**src/verilog/adcsq_params.svh**
```systemverilog
// Constants for the converter sequencer control block: offsets, fields,
// reset values and conversion lengths.
// Assumes a plain register port with byte-wide registers at printed offsets.
//
// Contract
// - Mode 01: start bit launches one conversion
// - Mode 11: each completion restarts same channel
// - Mode 00 aborts at once, no result stored
// - Completion loads result, sets end flag, interrupts
// - Start bit self-clears once conversion begins
// - Channel field bits 3..0, codes 0..7 valid
// - Input gate bit 4: 0 enables, 1 disables
// - Standby resets controls and blocks their writes
// - Control two bits 7..6 read undefined
// - Time code selects 39..1248 oscillator cycles
// - Status: result bits 7..6, end 5, busy 4
// - Reading result upper clears end flag
// - Busy set at start, cleared at finish (kept set in mode 11) or standby
// - Restart clears end flag, old result kept
// - Ten-bit successive approximation result per conversion
// - Result upper holds latest completed conversion
// - No automatic restart after standby
`ifndef ADCSQ_PARAMS_SVH
`define ADCSQ_PARAMS_SVH
`define ADCSQ_OFS_CTRL1 8'h1c
`define ADCSQ_OFS_CTRL2 8'h1d
`define ADCSQ_OFS_RESU 8'h1f
`define ADCSQ_OFS_STAT 8'h1e
`define ADCSQ_RST_CTRL1 8'h10
`define ADCSQ_RST_CTRL2 8'h10
`define ADCSQ_MODE_OFF 2'h0
`define ADCSQ_MODE_SINGLE 2'h1
`define ADCSQ_MODE_REPEAT 2'h3
`define ADCSQ_BIT_START 7
`define ADCSQ_BIT_GATE 4
`define ADCSQ_CYC_000 11'd39
`define ADCSQ_CYC_010 11'd78
`define ADCSQ_CYC_011 11'd156
`define ADCSQ_CYC_100 11'd312
`define ADCSQ_CYC_101 11'd624
`define ADCSQ_CYC_110 11'd1248
`endif

```
**src/verilog/adcsq_pkg.sv**
```systemverilog
// Types shared by the converter sequencer control block.
// Assumes the constants header is included alongside.
package adcsq_pkg;
   // Sequencer states, one-hot
   typedef enum logic [1:0] {
      ADCSQ_IDLE = 2'b01,
      ADCSQ_CONV = 2'b10
   } adcsq_state_t;
   // Register port request
   typedef struct packed {
      logic [7:0] addr;
      logic [7:0] wdata;
      logic wr;
      logic rd;
   } adcsq_req_t;
endpackage

```
**src/verilog/adcsq_top.sv**
```systemverilog
// Sequencer control for the 10-bit converter: registers, timing, results.
// Assumes the analog front end presents a settled 10-bit code by completion.
//
// The plain strobed port was decided locally.
`timescale 1ns/10ps
`default_nettype none
`include "adcsq_params.svh"
module adcsq_top
   import adcsq_pkg::*;
(
   input wire logic ref_clk,
   input wire logic resetn,
   input wire adcsq_req_t req,
   output logic [7:0] rdata,
   input wire logic standby,
   input wire logic [9:0] afe_code,
   output logic [2:0] afe_channel,
   output logic afe_gate_off,
   output logic afe_sample,
   output logic ladder_connect,
   output logic conv_done_irq
);
   // Control and status storage
   logic [7:0] ctrl1_reg;
   logic [7:0] ctrl2_reg;
   logic [7:0] res_upper_reg;
   logic [1:0] res_low_reg;
   logic conv_end_flag_reg;
   logic conv_busy_flag_reg;
   logic [10:0] cnt_reg;
   logic [10:0] len_reg;
   adcsq_state_t state_reg;
   logic [7:0] rdata_reg;
   logic irq_reg;
   logic sample_reg;

   // Length lookup; reserved codes fall back to the longest length
   function automatic logic [10:0] conv_len(input logic [2:0] code);
      case (code)
         3'h0: conv_len = `ADCSQ_CYC_000;
         3'h2: conv_len = `ADCSQ_CYC_010;
         3'h3: conv_len = `ADCSQ_CYC_011;
         3'h4: conv_len = `ADCSQ_CYC_100;
         3'h5: conv_len = `ADCSQ_CYC_101;
         default: conv_len = `ADCSQ_CYC_110;
      endcase
   endfunction

   // Decoded fields and strobes
   wire [1:0] op_mode_field = ctrl1_reg[6:5];
   wire [3:0] channel_select = ctrl1_reg[3:0];
   wire [2:0] time_code = ctrl2_reg[3:1];
   wire wr_c1 = req.wr && !standby && (req.addr == `ADCSQ_OFS_CTRL1);
   wire wr_c2 = req.wr && !standby && (req.addr == `ADCSQ_OFS_CTRL2);
   wire rd_upper = req.rd && (req.addr == `ADCSQ_OFS_RESU);
   wire new_mode_off = wr_c1 && (req.wdata[6:5] == `ADCSQ_MODE_OFF);
   wire mode_ok = (op_mode_field == `ADCSQ_MODE_SINGLE) ||
                  (op_mode_field == `ADCSQ_MODE_REPEAT);
   wire in_idle = (state_reg == ADCSQ_IDLE);
   wire in_conv = (state_reg == ADCSQ_CONV);
   // Start taken from a stored start bit; reserved channel blocks it
   wire start_go = in_idle && ctrl1_reg[`ADCSQ_BIT_START] && mode_ok &&
                   !channel_select[3] && !standby && !new_mode_off;
   wire finish = in_conv && (cnt_reg == len_reg - 11'd1);
   wire abort = in_conv && (new_mode_off || standby);
   wire complete = finish && !abort;
   wire restart = complete && (op_mode_field == `ADCSQ_MODE_REPEAT);

   // Read mux; control two's top bits read zero as their undefined value
   wire [7:0] rd_mux =
      (req.addr == `ADCSQ_OFS_CTRL1) ? ctrl1_reg :
      (req.addr == `ADCSQ_OFS_CTRL2) ? {2'h0, ctrl2_reg[5:0]} :
      (req.addr == `ADCSQ_OFS_RESU) ? res_upper_reg :
      (req.addr == `ADCSQ_OFS_STAT) ?
         {res_low_reg, conv_end_flag_reg, conv_busy_flag_reg, 4'h0} :
      8'h00;

   // Control register one; start bit drops when the conversion begins
   always_ff @(posedge ref_clk) begin
      if (!resetn || standby) begin
         ctrl1_reg <= `ADCSQ_RST_CTRL1;
      end else if (wr_c1) begin
         ctrl1_reg <= req.wdata;
      end else if (start_go) begin
         ctrl1_reg[`ADCSQ_BIT_START] <= 1'b0;
      end
   end

   // Control register two
   always_ff @(posedge ref_clk) begin
      if (!resetn || standby) begin
         ctrl2_reg <= `ADCSQ_RST_CTRL2;
      end else if (wr_c2) begin
         ctrl2_reg <= req.wdata;
      end
   end

   // Sequencer state and cycle counter; no restart after standby
   always_ff @(posedge ref_clk) begin
      if (!resetn) begin
         state_reg <= ADCSQ_IDLE;
         cnt_reg <= 11'd0;
         len_reg <= 11'd1;
      end else if (abort) begin
         state_reg <= ADCSQ_IDLE;
         cnt_reg <= 11'd0;
      end else if (start_go || restart) begin
         state_reg <= ADCSQ_CONV;
         cnt_reg <= 11'd0;
         len_reg <= conv_len(time_code);
      end else if (complete) begin
         state_reg <= ADCSQ_IDLE;
         cnt_reg <= 11'd0;
      end else if (in_conv) begin
         cnt_reg <= cnt_reg + 11'd1;
      end
   end

   // Busy flag follows the running conversion
   always_ff @(posedge ref_clk) begin
      if (!resetn || standby) begin
         conv_busy_flag_reg <= 1'b0;
      end else if (start_go || restart) begin
         conv_busy_flag_reg <= 1'b1;
      end else if (complete || abort) begin
         conv_busy_flag_reg <= 1'b0;
      end
   end

   // End flag: completion wins over a same-cycle clearing read
   always_ff @(posedge ref_clk) begin
      if (!resetn || standby) begin
         conv_end_flag_reg <= 1'b0;
      end else if (complete) begin
         conv_end_flag_reg <= 1'b1;
      end else if (start_go || rd_upper) begin
         conv_end_flag_reg <= 1'b0;
      end
   end

   // Result store: only on a clean completion, cleared by standby, old value kept otherwise
   always_ff @(posedge ref_clk) begin
      if (!resetn || standby) begin
         res_upper_reg <= 8'h00;
         res_low_reg <= 2'h0;
      end else if (complete) begin
         res_upper_reg <= afe_code[9:2];
         res_low_reg <= afe_code[1:0];
      end
   end

   // Registered outputs
   always_ff @(posedge ref_clk) begin
      if (!resetn) begin
         rdata_reg <= 8'h00;
         irq_reg <= 1'b0;
         sample_reg <= 1'b0;
      end else begin
         rdata_reg <= req.rd ? rd_mux : 8'h00;
         irq_reg <= complete;
         sample_reg <= start_go || restart;
      end
   end

   // Front-end drives; channel and gate come straight from storage
   assign rdata = rdata_reg;
   assign conv_done_irq = irq_reg;
   assign afe_sample = sample_reg;
   assign afe_channel = ctrl1_reg[2:0];
   assign afe_gate_off = ctrl1_reg[`ADCSQ_BIT_GATE];
   assign ladder_connect = ctrl2_reg[5];
endmodule // adcsq_top
`default_nettype wire

```
**config.mk**
```make
export PLATFORM = sky130hd
export DESIGN_NAME = adcsq_top
export DESIGN_NICKNAME = d
export VERILOG_FILES = /design/src/verilog/adcsq_pkg.sv /design/src/verilog/adcsq_top.sv
export VERILOG_INCLUDE_DIRS = /design/src /design/src/verilog
export SDC_FILE = /design/constraint.sdc
export NUM_CORES = 1
export LEC_CHECK = 0
export ABC_AREA = 1
export BUFFER_PORTS_ARGS = -buffer_cell sky130_fd_sc_hd__buf_2
export CAP_MARGIN = 10
export CORE_MARGIN = 1
export CORE_UTILIZATION = 51
export DETAILED_ROUTE_END_ITERATION = 12
export HOLD_SLACK_MARGIN = 0.02
export PLACE_DENSITY_LB_ADDON = 0.25
export SYNTH_ARGS = -nofsm -noshare
export SYNTH_HDL_FRONTEND = slang
export SYNTH_SLANG_ARGS = --single-unit
```
**constraint.sdc**
```tcl
create_clock -name ref_clk -period 1.8 [get_ports ref_clk]
set_input_delay 0.27 -clock ref_clk [delete_from_list [all_inputs] [get_ports ref_clk]]
set_output_delay 0.27 -clock ref_clk [all_outputs]
set_load 0.02 [all_outputs]
```
### Word level (Yosys, flattened, before mapping)

Index checks and enable logic that the tools add are counted.

* bits in registers: 60
* output and inout port bits: 15
* logic and storage cells: 78

* $add $sub $neg: 2
* equal/unequal tests: 13
* mux-type cells: 13
* bitwise gates (word level): 2
* reduce and logical (&&, ||, !) cells: 35

Operators with widths (count)
* $pmux 11 s5: 1
* $eq 8x5->1 const B: 4
* $mux 8: 4
* $logic_and 1x1->1: 14
* $add 11x1->11 const B: 1
* $eq 11x11->1: 1
* $sub 11x1->11 const B: 1
* $reduce_bool 2->1: 4
* $eq 3x2->1 const B: 2
* $eq 3x3->1 const B: 2
* $logic_or 1x1->1: 6
* $mux 1: 6
* $logic_not 1->1: 5
* $eq 2x1->1 const B: 2
* $eq 2x2->1 const B: 2
* $mux 2: 2
* $reduce_and 2->1: 2
* $reduce_or 4->1: 1
* $logic_not 3->1: 1
* $logic_not 2->1: 1
* $not 1->1: 2
* $reduce_or 2->1: 1

### Logic depth before layout (Yosys ltp)

* word-level depth: 11
* gate-level depth with buffers: 17
* depth with buffers taken out: 17

### Worst setup path before layout

Ideal clock, no wire load.

* kind: register to register
* start: register len_reg[0]
* end: register cnt_reg[7]
* arrival time: 1.817 ns
* data required time: 1.674 ns
* setup slack: -0.142 ns
* cell stages (with the launch flop): 18
* buffers on the path: 1
* cell sequence: dfxtp_1 inv_1 ha_1 inv_1 nand2_1 nand3_1 nand2_1 inv_1 nand2_1 nor2_2 nand3_2 nor2_4 nand3_2 nand2_1 inv_1 nand2_1 buf_4 nor3_1

* longest elaborated chain between the ends: 7

RTL lines
* from (decl): RTL line adcsq_top.sv:31 `logic [10:0] len_reg;`
* from (signal assigned): RTL line adcsq_top.sv:110 `len_reg <= conv_len(time_code);`
* $sub 11x1->11 (*): RTL line adcsq_top.sv:64 `wire finish = in_conv && (cnt_reg == len_reg - 11'd1);`
* $eq 11x11->1 (*): RTL line adcsq_top.sv:64
* $logic_and 1x1->1 (*): RTL line adcsq_top.sv:64
* $logic_and 1x1->1 (*): RTL line adcsq_top.sv:66 `wire complete = finish && !abort;`
* $logic_and 1x1->1: RTL line adcsq_top.sv:67 `` wire restart = complete && (op_mode_field == `ADCSQ_MODE_REPEAT); ``
* $logic_or 1x1->1: RTL line adcsq_top.sv:107 `end else if (start_go || restart) begin`
* $reduce_or 4->1 (no source line) (*)
* to (signal assigned): RTL line adcsq_top.sv:115 `cnt_reg <= cnt_reg + 11'd1;`
* to (decl): RTL line adcsq_top.sv:30 `logic [10:0] cnt_reg;`

Mark *: on every way between the ends. The rest lies on a longest branch, timed or not.
A chain may end at the register's enable or synchronous reset.

### Final worst setup path

* start: register len_reg[1]
* end: register len_reg[3]

* longest elaborated chain between the ends: 7

RTL lines (RTL line)
* $sub 11x1->11: adcsq_top.sv:64
* $eq 11x11->1: adcsq_top.sv:64
* $logic_and 1x1->1: adcsq_top.sv:64
* $logic_and 1x1->1: adcsq_top.sv:66
* $logic_and 1x1->1: adcsq_top.sv:67
* $logic_or 1x1->1: adcsq_top.sv:107
* $reduce_and 2->1 (no source line)

Every way passes these cells.

==> results.toml <==
[grt]
grt_pass1_vias = 2983
grt_usage = 0.253
grt_overflow = 0
antenna_found_initial = 0
grt_pass1_wl_um = 12400
grt_max_degree = 18

[finish]
most-common-layout-cells = "101 x nand2_1, 71 x inv_1, 55 x dfxtp_1, 45 x buf_2"
fin_cells = 622
layout_commonest_cell = "nand2_1"
area_growth_pct = 27.7
layout-drive-gt1-share = 0.300
nNetsFinal = 576
n_antenna_cell = 0

[sta]
fin_setup_tns_ns = -5.75
fmax_mhz = 497
setup_ws_ns = -0.213
rsz0062_at_grt = "true"
worstMarginPinSlew_ns = 0.289
skew_ns = 0.00751
drv_slew = 0
setup-violations-final = 37
slew_headroom = 0.807
hold_viol = 0
fin_crit_sh = 1.12
fin_crit_ns = 2.01

[yosys]
synth.distinct_cells = 33
synth.largest_area_cell = "dfxtp_1"
synth_area_leaders = "dfxtp_1 38%, nand2_1 13%, inv_1 9.2%"
synthCells = 461
ys_ff_latch = 60
synth.cell_area_sq_um = 3150
synth.yosys.warnings = 0
synth_top_area_frac = 0.381
avgSynthCellArea_sq_um = 6.84
synth_nets = 494
ys_seq_area_frac = 0.381

[routing]
antenna_left = 0
finalWirelength_um = 7350
vias = 3150
drt_iter0_markers = 98
via_per_inst = 5.06
wl_per_cell_um = 11.8
drc_errors = 0
first_pass_iters = 4

[critical_path]
worstSetupEndpointType = "flop"
required_ns = 2.04
critPathLaunchType = "flop"
cp_max_fo = 6
r2r_cells = 13
r2r-end = "len_reg[3]$_SDFFE_PN0P_"
rrSetupSlack_ns = -0.21
critPathKind = "flop to flop"
critPathCapture = "len_reg[3]$_SDFFE_PN0P_"
crit_path_start = "len_reg[1]$_SDFFE_PN0P_"
reg2reg_from = "len_reg[1]$_SDFFE_PN0P_"
cp.arrival_ns = 2.25

[pwr]
p_clk_frac = 0.475
finalPower_mw = 2.72
netSwitchingPower_mw = 0.580
p_leak_nw = 1.80
p_seq_frac = 0.488
switching_share = 0.213
pwr-share-comb = 0.038
power.density_nw_per_um2 = 675
irDropWorstVdd_v = 0.000522
intPower_mw = 2.14

[clock_tree]
cts_tree = "done"
clockBufferDepth = 2
clk_pin_slew_ns = 0.07
cts-root-buf = "clkbuf_8"
insertion_delay_ns = 0.34
clock_sinks = 60
cts_buffers = 9
h-tree-depth = 3

[floorplanning]
dieArea_sq_um = 6500
die_height_um = 80.6
die_w_um = 80.6
row_count = 28
floorplan.initialDensity = 0.530
core_area_sq_um = 5960
num_io_pins = 46

[outcome]
violations = "negative setup slack"
status = "finished with violations"

[placed_design]
io_buffers = 45
placed_cells = 603
dp_hpwl_um = 5670
gp_congestion = 0.919

[flow_run]
cap_violations = 0

[worst_hold_path]
hold_path.class = "primary input to flop"
==> stage by stage <==
| stage | hold WS (ns) | setup slack (ns) | utilization | area [sq um] |
|---|---|---|---|---|
| final | 0.143 | -0.213 | 0.676 | 4030 |
| after global routing | 0.128 | -0.322 | 0.676 | 4030 |
| after CTS | 0.129 | -0.0613 | 0.664 | 3950 |
| after detailed placement | 0.434 | -0.0970 | 0.620 | 3690 |
| after global placement | 0.432 | -0.0406 | 0.620 | 3690 |
| after floorplan | 0.383 | 0.00234 | - | 3170 |
==> final cells by class <==
class,count,area (sq um)
fillers,528,1930
flip-flops and latches,60,1210
clock inverters,5,77.6
repair buffers,84,554
clock buffers,10,128
well taps,75,93.8
multi-input cells,307,1660
inverters,81,312
==> synth_stat cells, drive strengths merged <==
| cell type | instances |
|---|---|
| nor4 | 1 |
| a21oi | 33 |
| nand4 | 10 |
| xor2 | 5 |
| o221ai | 2 |
| or3 | 1 |
| nor2 | 45 |
| a41oi | 1 |
| clkbuf | 7 |
| a31oi | 1 |
| o21ai | 29 |
| clkinv | 1 |
| buf | 6 |
| a221oi | 4 |
| dfxtp | 60 |
| nand3 | 31 |
| nand2 | 126 |
| ha | 2 |
| nor3 | 11 |
| inv | 80 |
| o211ai | 1 |
| nand3b | 2 |
| xnor2 | 2 |
==> power by group through the flow <==
| stage | Sequential [mW] | Clock (mW) | Combinational [mW] |
|---|---|---|---|
| after floorplan | 1.36 | 0 | 0.0411 |
| final | 1.33 | 1.29 | 0.102 |
| after detailed placement | 1.36 | 0 | 0.100 |
| after CTS | 1.33 | 1.31 | 0.102 |
| after global placement | 1.36 | 0 | 0.0990 |
| after global routing | 1.33 | 1.38 | 0.114 |
==> timing repair <==
| action | in CTS | in global routing |
|---|---|---|
| pin swaps | 8 | 14 |
| gates cloned | 0 | 0 |
| gates resized for setup | 14 | 24 |
| hold buffers | 0 | 0 |
| setup endpoints to repair | 36 | 37 |
| buffers inserted | 2 | 2 |
==> logic make-up (layout without fill, tap and decap cells) <==
kind of cell             count (synthesis)  after routing  share of synthesized area
AO/OA/AOI/OAI                           71             71                      0.122
XOR/XNOR                                 7              7                     0.0194
adder cells (fa/ha/maj)                  2              2                    0.00793
buffers and inverters                   94            180                      0.123
flip-flops                              60             60                      0.381
AND/OR/NAND/NOR                        227            227                      0.347
==> metal layers <==
metal	wire, um	GRT usage	share of wire
met5	0	0	0
met4	184	0.129	0.025
met3	346	0.0818	0.047
met2	3710	0.438	0.50
met1	3110	0.272	0.42
==> worst max-delay path, stage by stage (launching register included) <==
cell and delay (ns):
dfxtp_2 0.33, inv_2 0.05, ha_4 0.24, xnor2_2 0.13
nor2_2 0.15, nand2_2 0.06, nor2_2 0.11, nand3_2 0.10
nor2_4 0.16, nand4_4 0.11, nand2_4 0.11, clkinvlp_4 0.16
nor2_1 0.14, nor2_1 0.05
==> worst min-delay path by stage <==
stage                                        from                             to  slack (ns)  cells after the start
finish                                     req[6]      ctrl2_reg[4]$_SDFFE_PP1P_        0.14                      3
global route                               req[6]      ctrl2_reg[4]$_SDFFE_PP1P_        0.13                      3
CTS                                        req[6]      ctrl2_reg[4]$_SDFFE_PP1P_        0.13                      3
detailed placement  res_upper_reg[5]$_SDFFE_PP0P_  res_upper_reg[5]$_SDFFE_PP0P_        0.43                      2
global placement    res_upper_reg[1]$_SDFFE_PP0P_  res_upper_reg[1]$_SDFFE_PP0P_        0.43                      2
floorplan                                  req[6]      ctrl1_reg[4]$_SDFFE_PP1P_        0.38                      2
(Power assumes the default switching activity.)
